`src/hw/sync_init_regs.vh`:
```
// Constants for the converter start-up and resynchronisation sequencer.
// Assumes a 32-bit Avalon-MM slave whose address is a word index, not a byte offset.
//
// Operation
// - With control word zero bit 5 set, the frame marker syncs the FIFO input pointer.
// - With control word zero bit 4 set, the FIFO output pointer may be resynchronised.
// - Control word nineteen bit 1 selects the common sync source for output pointer and divider.
// - Control word eighteen bit 1 set enables divider sync; clear stops divider realignment.
`ifndef SYNC_INIT_REGS_VH
`define SYNC_INIT_REGS_VH

`define OFS_CTRL_ZERO      4'h0
`define OFS_CTRL_EIGHTEEN  4'h1
`define OFS_CTRL_NINETEEN  4'h2
`define OFS_STATUS         4'h3
`define OFS_ALIGN_COUNT    4'h4

`define BIT_IN_PTR_SYNC    5
`define BIT_OUT_PTR_SYNC   4
`define BIT_DIV_SYNC       1
`define BIT_SRC_SEL        1

`define RST_CTRL_ZERO      8'h00
`define RST_CTRL_EIGHTEEN  8'h00
`define RST_CTRL_NINETEEN  8'h00

`define CLEAR_MIN_NS       25
`define CLK_PERIOD_NS      25
`define CLEAR_MIN_CYC      ((`CLEAR_MIN_NS + `CLK_PERIOD_NS - 1) / `CLK_PERIOD_NS)

`endif

```
`src/hw/rise_detect.v`:
```
// Rising-edge detector for a sync input.
// Assumes the input is already synchronous to clk.
`timescale 1ns/1ps
module rise_detect (
    input  wire clk,
    input  wire rst_n,
    input  wire level_in,
    output wire rise
);
    reg last_ff;

    always @(posedge clk or negedge rst_n) begin
        if (!rst_n) begin
            last_ff <= 1'b0;
        end else begin
            last_ff <= level_in;
        end
    end

    assign rise = level_in & ~last_ff;
endmodule

```
`src/hw/dac_sync_init_sequencer.v`:
```
// Device-side sync and transmit gating of a dual-channel converter data path.
// Assumes sync inputs, gate and clear are synchronous to clk; registers over Avalon-MM.
// Control words return to defaults on rst_n and on every completed clear pulse.
// Sync inputs are edge-detected, so a level held high realigns only once.
//
// Our own choices: the Avalon-MM slave port and the address map.
`timescale 1ns/1ps
`include "sync_init_regs.vh"
module dac_sync_init_sequencer #(
    parameter PTR_W = 3,
    parameter DIV_W = 2
) (
    input  wire             clk,
    input  wire             rst_n,
    input  wire [3:0]       avs_address,
    input  wire             avs_read,
    input  wire             avs_write,
    input  wire [31:0]      avs_writedata,
    output reg  [31:0]      avs_readdata,
    output reg              avs_waitrequest,
    input  wire             chip_clear_n,
    input  wire             transmit_gate,
    input  wire             frame_marker_in,
    input  wire             output_strobe_in,
    output reg              data_out_valid,
    output reg  [PTR_W-1:0] in_ptr,
    output reg  [PTR_W-1:0] out_ptr,
    output reg  [DIV_W-1:0] div_phase
);
    // One-hot states; the status word returns this code as it stands
    localparam ST_CLEAR = 3'b001;
    localparam ST_IDLE  = 3'b010;
    localparam ST_RUN   = 3'b100;

    // Clear pulse length in clocks, rounded up from the minimum width
    localparam integer CLR_CYC_I = `CLEAR_MIN_CYC;
    localparam [7:0]   CLR_CYC   = CLR_CYC_I[7:0];

    reg [7:0]  ctrl0_ff;
    reg [7:0]  ctrl18_ff;
    reg [7:0]  ctrl19_ff;
    reg [2:0]  state_ff;
    reg [2:0]  nxt_state;
    reg [7:0]  clr_cnt_ff;
    reg        cleared_ff;
    reg [15:0] align_cnt_ff;
    reg        done_ff;
    reg [31:0] nxt_readdata;

    wire frame_rise;
    wire strobe_rise;
    wire in_sync;
    wire out_sync;
    wire div_sync;
    wire common_src;
    wire bus_req;
    wire wr_commit;
    wire clr_apply;
    wire any_sync;

    rise_detect u_frame (
        .clk      (clk),
        .rst_n    (rst_n),
        .level_in (frame_marker_in),
        .rise     (frame_rise)
    );

    rise_detect u_strobe (
        .clk      (clk),
        .rst_n    (rst_n),
        .level_in (output_strobe_in),
        .rise     (strobe_rise)
    );

    // Bit clear picks the frame marker (single source), set picks the strobe
    assign common_src = ctrl19_ff[`BIT_SRC_SEL] ? strobe_rise : frame_rise;
    assign in_sync  = frame_rise & ctrl0_ff[`BIT_IN_PTR_SYNC];
    assign out_sync = common_src & ctrl0_ff[`BIT_OUT_PTR_SYNC];
    assign div_sync = common_src & ctrl18_ff[`BIT_DIV_SYNC];
    assign bus_req  = (avs_read | avs_write) & avs_waitrequest;
    assign any_sync  = in_sync | out_sync | div_sync;
    assign wr_commit = avs_write & ~avs_waitrequest;
    assign clr_apply = cleared_ff & (state_ff == ST_CLEAR);

    // Clear pin is counted so a glitch shorter than the minimum does not wipe settings
    always @(posedge clk or negedge rst_n) begin
        if (!rst_n) begin
            clr_cnt_ff <= 8'h00;
            cleared_ff <= 1'b0;
        end else if (!chip_clear_n) begin
            if (clr_cnt_ff != CLR_CYC) begin
                clr_cnt_ff <= clr_cnt_ff + 8'h01;
            end
            cleared_ff <= 1'b0;
        end else begin
            cleared_ff <= (clr_cnt_ff == CLR_CYC);
            clr_cnt_ff <= 8'h00;
        end
    end

    // The gate is honoured only once a clear pulse has completed
    always @* begin
        case (state_ff)
            ST_CLEAR: nxt_state = cleared_ff ? ST_IDLE : ST_CLEAR;
            ST_IDLE:  nxt_state = transmit_gate ? ST_RUN : ST_IDLE;
            ST_RUN:   nxt_state = transmit_gate ? ST_RUN : ST_IDLE;
            default:  nxt_state = ST_CLEAR;
        endcase
        // A clear from any state parks the block until the pulse completes
        if (!chip_clear_n) begin
            nxt_state = ST_CLEAR;
        end
    end

    always @(posedge clk or negedge rst_n) begin
        if (!rst_n) begin
            state_ff       <= ST_CLEAR;
            data_out_valid <= 1'b0;
        end else begin
            state_ff       <= nxt_state;
            // Valid follows the next state, rising on the same edge as the run state
            data_out_valid <= (nxt_state == ST_RUN);
        end
    end

    // Pointers run freely; a qualified sync event reloads them
    always @(posedge clk or negedge rst_n) begin
        if (!rst_n) begin
            in_ptr <= {PTR_W{1'b0}};
        end else if (in_sync) begin
            in_ptr <= {PTR_W{1'b0}};
        end else begin
            in_ptr <= in_ptr + 1'b1;
        end
    end

    always @(posedge clk or negedge rst_n) begin
        if (!rst_n) begin
            out_ptr <= {PTR_W{1'b0}};
        end else if (out_sync) begin
            out_ptr <= {PTR_W{1'b0}};
        end else begin
            out_ptr <= out_ptr + 1'b1;
        end
    end

    // The divider phase takes the same selected source as the output pointer
    always @(posedge clk or negedge rst_n) begin
        if (!rst_n) begin
            div_phase <= {DIV_W{1'b0}};
        end else if (div_sync) begin
            div_phase <= {DIV_W{1'b0}};
        end else begin
            div_phase <= div_phase + 1'b1;
        end
    end

    // Counts each cycle with at least one qualified sync event, so software can confirm that alignment happened
    always @(posedge clk or negedge rst_n) begin
        if (!rst_n) begin
            align_cnt_ff <= 16'h0000;
        end else if (any_sync) begin
            align_cnt_ff <= align_cnt_ff + 16'h0001;
        end
    end

    // Read data come from a mux so the answer edge only has to register them
    always @* begin
        case (avs_address)
            `OFS_CTRL_ZERO:     nxt_readdata = {24'h000000, ctrl0_ff};
            `OFS_CTRL_EIGHTEEN: nxt_readdata = {24'h000000, ctrl18_ff};
            `OFS_CTRL_NINETEEN: nxt_readdata = {24'h000000, ctrl19_ff};
            `OFS_STATUS:        nxt_readdata = {29'h0, state_ff};
            `OFS_ALIGN_COUNT:   nxt_readdata = {16'h0000, align_cnt_ff};
            default:            nxt_readdata = 32'h0000_0000;
        endcase
        // A write answer carries zero, so stale data never looks like a fresh read
        if (avs_write) begin
            nxt_readdata = 32'h0000_0000;
        end
    end

    // Control words: a write commits at the edge at which the master sees the answer,
    // so enables change exactly when the host believes they do; a completed
    // clear pulse restores the defaults and outranks a write in the same cycle
    always @(posedge clk or negedge rst_n) begin
        if (!rst_n) begin
            ctrl0_ff  <= `RST_CTRL_ZERO;
            ctrl18_ff <= `RST_CTRL_EIGHTEEN;
            ctrl19_ff <= `RST_CTRL_NINETEEN;
        end else if (clr_apply) begin
            ctrl0_ff  <= `RST_CTRL_ZERO;
            ctrl18_ff <= `RST_CTRL_EIGHTEEN;
            ctrl19_ff <= `RST_CTRL_NINETEEN;
        end else if (wr_commit) begin
            case (avs_address)
                `OFS_CTRL_ZERO:     ctrl0_ff  <= avs_writedata[7:0];
                `OFS_CTRL_EIGHTEEN: ctrl18_ff <= avs_writedata[7:0];
                `OFS_CTRL_NINETEEN: ctrl19_ff <= avs_writedata[7:0];
                default:            ctrl0_ff  <= ctrl0_ff;
            endcase
        end
    end

    // Handshake: one wait cycle, answer at the second edge; a completed clear delays the answer by one edge
    // bus_req needs waitrequest high, so a request still held in its answer cycle is not taken twice
    always @(posedge clk or negedge rst_n) begin
        if (!rst_n) begin
            avs_waitrequest <= 1'b1;
            avs_readdata    <= 32'h0000_0000;
            done_ff         <= 1'b0;
        end else if (clr_apply) begin
            avs_waitrequest <= 1'b1;
            done_ff         <= 1'b0;
        end else if (bus_req && !done_ff) begin
            done_ff         <= 1'b1;
            avs_waitrequest <= 1'b0;
            avs_readdata    <= nxt_readdata;
        end else begin
            avs_waitrequest <= 1'b1;
            done_ff         <= 1'b0;
        end
    end
endmodule

```
`config.mk`:
```
export PLATFORM = sky130hd
export DESIGN_NAME = dac_sync_init_sequencer
export DESIGN_NICKNAME = d
export VERILOG_FILES = /design/src/hw/rise_detect.v /design/src/hw/dac_sync_init_sequencer.v
export VERILOG_INCLUDE_DIRS = /design/src /design/src/hw
export SDC_FILE = /design/constraint.sdc
export NUM_CORES = 1
export LEC_CHECK = 0
export BUFFER_PORTS_ARGS = -buffer_cell sky130_fd_sc_hd__buf_4
export CORE_MARGIN = 1
export CORE_UTILIZATION = 30
export CTS_CLUSTER_DIAMETER = 150
export CTS_CLUSTER_SIZE = 14
export DETAILED_ROUTE_END_ITERATION = 7
export PLACE_DENSITY = 0.5
export SLEW_MARGIN = 25
export SYNTH_ARGS = -nofsm -noshare
export SYNTH_HDL_FRONTEND = slang
export SYNTH_SLANG_ARGS = --single-unit
```
`constraint.sdc`:
```
create_clock -name clk -period 2.1 [get_ports clk]
set_clock_uncertainty 0.2 [all_clocks]
set_input_delay 0.21 -clock clk [delete_from_list [all_inputs] [get_ports clk]]
set_output_delay 0.21 -clock clk [all_outputs]
set_load 0.01 [all_outputs]
```
; Word-level counts from Yosys, hierarchy flattened
; Cells that the tools add are included.
[classes]
bitwise = 15
n_eq_ne = 10
add_sub_neg = 5
reduce_logical = 13
n_mux = 26
[ops]
columns = op, n
row1 = $mux W8, 11
row2 = $pmux W16 S5, 1
row3 = $mux W32, 1
row4 = $add A16 B1 Y16 const B, 1
row5 = $mux W3, 4
row6 = $reduce_bool A2 Y1, 5
row7 = $add A8 B1 Y8 const B, 1
row8 = $and A1 B1 Y1, 8
row9 = $eq A4 B2 Y1 const B, 2
row10 = $eq A8 B1 Y1 const B, 1
row11 = $ne A8 B1 Y1 const B, 1
row12 = $reduce_and A2 Y1, 4
row13 = $add A3 B1 Y3 const B, 2
row14 = $eq A3 B3 Y1 const B, 2
row15 = $mux W1, 6
row16 = $pmux W3 S2, 1
row17 = $eq A4 B1 Y1 const B, 1
row18 = $eq A4 B3 Y1 const B, 1
row19 = $logic_not A4 Y1, 1
row20 = $mux W2, 2
row21 = $not A1 Y1, 4
row22 = $eq A3 B1 Y1 const B, 1
row23 = $eq A3 B2 Y1 const B, 1
row24 = $or A1 B1 Y1, 3
row25 = 4 further kinds, 4
[word_totals]
ff_bits = 97
out_inout_bits = 42

; Logic depth before layout (Yosys ltp)
[depth]
word_depth = 6
mapped_depth = 7

; Hierarchy
; A second synthesis with hierarchy kept.
[hier_totals]
hier_cells = 344
hier_area_um2 = 3842.4
[by_module_without_submodules]
columns = mod, n_inst, area_each_um2, seq_area_each_um2, cells_each
row1 = dac_sync_init_sequencer, 1, 3764.9, 1979.4, 340
row2 = rise_detect, 2, 38.8, 25.0, 2

; Worst setup path before layout
; OpenSTA, ideal clock, no wires.
[synth_path]
path_kind = register -> register
startpoint = register ctrl19_ff[1]
endpoint = register align_cnt_ff[1]
synth_period_minus_slack_ps = 1912
arrival_time_ps = 1588
path_buffers = 0
path_stages_with_launch = 5
slack_ps = 188
setup_time_ps = 125
required_time_ps = 1775
cell_sequence = dfrtp_1 > or3b_2 > a21oi_2 > nor2_1 > mux2_2
[synth_between]
elab_chain_cells = 4
word_cells_on_any_way = 5
cone_classes = 1 x mux / 4 x bitwise
[synth_rtl]
columns = item, line
row1 = from (decl), dac_sync_init_sequencer.v:41  ; reg [7:0] ctrl19_ff;
row2 = from (signal assigned), dac_sync_init_sequencer.v:190  ; ctrl19_ff <= `RST_CTRL_NINETEEN;
row3 = from (signal assigned), dac_sync_init_sequencer.v:194  ; ctrl19_ff <= `RST_CTRL_NINETEEN;
row4 = from (signal assigned), dac_sync_init_sequencer.v:199  ; `OFS_CTRL_NINETEEN: ctrl19_ff <= avs_writedata[7:0];
row5 = $mux W1 *, dac_sync_init_sequencer.v:76  ; assign common_src = ctrl19_ff[`BIT_SRC_SEL] ? strobe_rise : frame_rise;
row6 = $and A1 B1 Y1, dac_sync_init_sequencer.v:78  ; assign out_sync = common_src & ctrl0_ff[`BIT_OUT_PTR_SYNC];
row7 = $or A1 B1 Y1, dac_sync_init_sequencer.v:81  ; assign any_sync = in_sync | out_sync | div_sync;
row8 = $or A1 B1 Y1 *, dac_sync_init_sequencer.v:81
row9 = to (signal assigned), dac_sync_init_sequencer.v:163  ; align_cnt_ff <= align_cnt_ff + 16'h0001;
row10 = to (decl), dac_sync_init_sequencer.v:46  ; reg [15:0] align_cnt_ff;
; Mark *: on every way between the ends. The rest lies on a longest branch, timed or not.
; A chain may end at the register's enable or synchronous reset.

; Worst setup path after layout
[layout_path]
startpoint = register ctrl19_ff[1]
endpoint = register align_cnt_ff[14]
; Same word-level chain as after synthesis.

==> results.cfg <==
[clock_tree]
h-tree-depth = 3
cts_tree = built
clkLatencyLatePin_ns = 0.34
cts_resized = 0
cts_hold_buf = 13
cts_sinks = 81
cts_root_buffer = clkbuf_16
cts.path.max_buffers = 2
clkSlewWorstSetupHoldPaths_ns = 0.06
cts_made_buffers = 9
post_cts_buffers = 0

[synthesis]
synth_compound_area_frac = 0.134
synth.distinct_cells = 44
yosys.area_share.simple = 0.166
ys_ff_latch = 81
synth_top_family_by_area = simple AND/OR/NAND/NOR gates
ys_seq_area_frac = 0.535
synth_cells = 361
yosys.area_share.adder = 0.0165
yosys_warnings = 0
syn-cell-area_mm2 = 0.00379
syn_area_per_cell_um2 = 10.5
muxShareOfSynthArea = 0.0330
yosys.area_share.xor_xnor = 0.0578

[sta]
worst_pin_slew_ns = 0.763
fmax_ghz = 0.493
hold_viol_final = 0
setup-violations-final = 0
tns_ns = 0
rsz0062_at_grt = no
whs_ns = 0.0487
report.final.slew_viol_count = 0
fin_crit_sh = 0.965
fin_crit_ns = 2.03
relSlewSlack = 0.491

[critical_path]
worstRegToRegCells = 4
required_ns = 2.12
crit_type = register to register
crit_path_max_fanout = 5
start_kind = register
cp-end-kind = register
r2r_setup_slack_ns = 0.07
cp.arrival_ns = 2.05

[cells_and_area]
multi_input_area_mm2 = 0.00162
layout.nets = 476
seqCellArea_mm2 = 0.00203
layout_common_cells = dfrtp_1, buf_4, nand2_1, nor2_1
antenna_cells = 0
drive_gt1_frac = 0.206
syn2layout_area_growth_pct = 28.9
fillers = 1211
layout_commonest_cell = dfrtp_1

[routing]
postRouteAntennaNets = 0
dr_total_vias = 2811
drt-total-wl_um = 8600
post-route-drc-count = 0
viasPerCell = 4.69
wl_per_cell_um = 14.3
first_pass_iters = 5
drt_iter0_drc = 144

[global_routing]
grt_max_degree = 38
grt-ovfl-total = 0
antenna_found_initial = 0
grt_pass1_wl_um = 14300
first_global_vias = 2775
grt_use_total = 0.145

[power]
p_sw_frac = 0.274
power_density_mw_per_mm2 = 1020
p_seq_frac = 0.405
peakVddDrop_uv = 500
p_leak_uw = 0.00221
clockPowerShare = 0.393
power.internal_uw = 3630
p_switching_uw = 1370
power_frac_comb = 0.202

[min_path]
holdCritPathClass = primary input to register
hold_depth = 3

[die]
dieArea_mm2 = 0.0131
die_w_um = 114
die-height_um = 114
initial_core_util = 0.312
coreArea_mm2 = 0.0122
ioPinCount = 86
num_rows = 40

[place]
numPortBuffers = 45
place_congestion = 0.776
hpwl_um = 6190

[run]
maxCapViolCount = 0

[outcome]
status = completed
==> worst max-delay path, cell delays in order (launching register included) <==
cell       delay, ns
dfrtp_1         0.38
or3b_2          0.53
a2111oi_4       0.44
o211ai_1        0.19
xnor2_1         0.16
==> registers in the layout, summed over array words and instances, names as in the netlist <==
name	cells
u_frame.last_ff	1
data_out_valid	1
ctrl0_ff	8
in_ptr	3
ctrl18_ff	8
clr_cnt_ff	8
div_phase	2
avs_waitrequest	1
out_ptr	3
ctrl19_ff	8
done_ff	1
cleared_ff	1
align_cnt_ff	16
state_ff	3
avs_readdata	16
u_strobe.last_ff	1
==> power by group through the flow <==
| stage | sequential, µW | clock [µW] | combinational (µW) |
|---|---|---|---|
| after detailed placement | 2050 | 0 | 1010 |
| after global routing | 2050 | 2080 | 1140 |
| after CTS | 2030 | 2020 | 1030 |
| after floorplan | 2040 | 0 | 581 |
| after global placement | 2040 | 0 | 990 |
| final | 2020 | 1960 | 1010 |
==> synth_stat cells, drive strengths merged <==
library cell  number  share of area
a211oi             1         0.0020
nand2             46          0.046
ha                 5          0.017
clkbuf             9         0.0089
o211ai             3         0.0059
nand3b             5         0.0099
a2111oi            1         0.0073
and3b              1         0.0023
xnor2             21          0.049
a21oi             24          0.033
o2111ai            7          0.016
dfrtp             79           0.52
nand2b             2         0.0033
mux2i              8          0.021
buf               24          0.042
nor3b              2         0.0040
nor4b              2          0.010
and4               2         0.0046
o21ai             20          0.026
or4b               1         0.0026
dfstp              2          0.014
conb               1        0.00099
a222oi             8          0.021
and3               4         0.0066
nor4bb             1         0.0026
a22o               8          0.018
inv                5         0.0050
and2               3         0.0050
or3b               1         0.0023
nor4               2         0.0050
nor2              25          0.025
mux2               4          0.012
nand3             23          0.030
o21bai             1         0.0020
xor2               4         0.0092
nor3               3         0.0040
nor2b              2         0.0033
a21boi             1         0.0020
==> final cells by class <==
class / count / area share
Clock inverter: 6 / 0.0282
Tap cell: 168 / 0.0430
Timing Repair Buffer: 73 / 0.129
Clock buffer: 10 / 0.0489
Inverter: 5 / 0.00384
Multi-Input combinational cell: 257 / 0.332
Sequential cell: 81 / 0.415
==> final timing paths <==
path                                          to             from
worst max-delay path            align_cnt_ff[14]     ctrl19_ff[1]
worst min-delay path                   in_ptr[1]  frame_marker_in
worst max register to register  align_cnt_ff[14]     ctrl19_ff[1]
worst min register to register         in_ptr[0]        in_ptr[0]
max in group asynchronous            state_ff[0]            rst_n
min in group asynchronous        avs_readdata[3]            rst_n
==> metal layers <==
metal  track usage  vias up  wire (µm)
met5             0        -          0
met4        0.0649        0        151
met3        0.0291       11        358
met2         0.227       68       3930
met1         0.193     1349       4160
li1              -     1383          -
==> metrics by stage <==
stage	util	std cells	setup slack, ns	instance area, µm²	total power, µW
2_1_floorplan	-	376	0.188	3850	2620
3_5_place_dp	0.360	571	0.0668	4380	3060
3_3_place_gp	0.360	571	0.107	4380	3030
5_1_grt	0.402	600	0.0143	4890	5280
4_1_cts	0.402	600	0.0498	4890	5070
6_report	0.402	600	0.0733	4890	4990
==> logic make-up after synthesis <==
group | after synthesis
other | 1
adders and majority gates | 5
DFF | 81
muxes | 12
AOI/OAI and AO/OA | 74
buffers and inverters | 38
and+or+nand+nor | 125
xor gates and xnor gates | 25
Power figures use the tool's default switching activity.
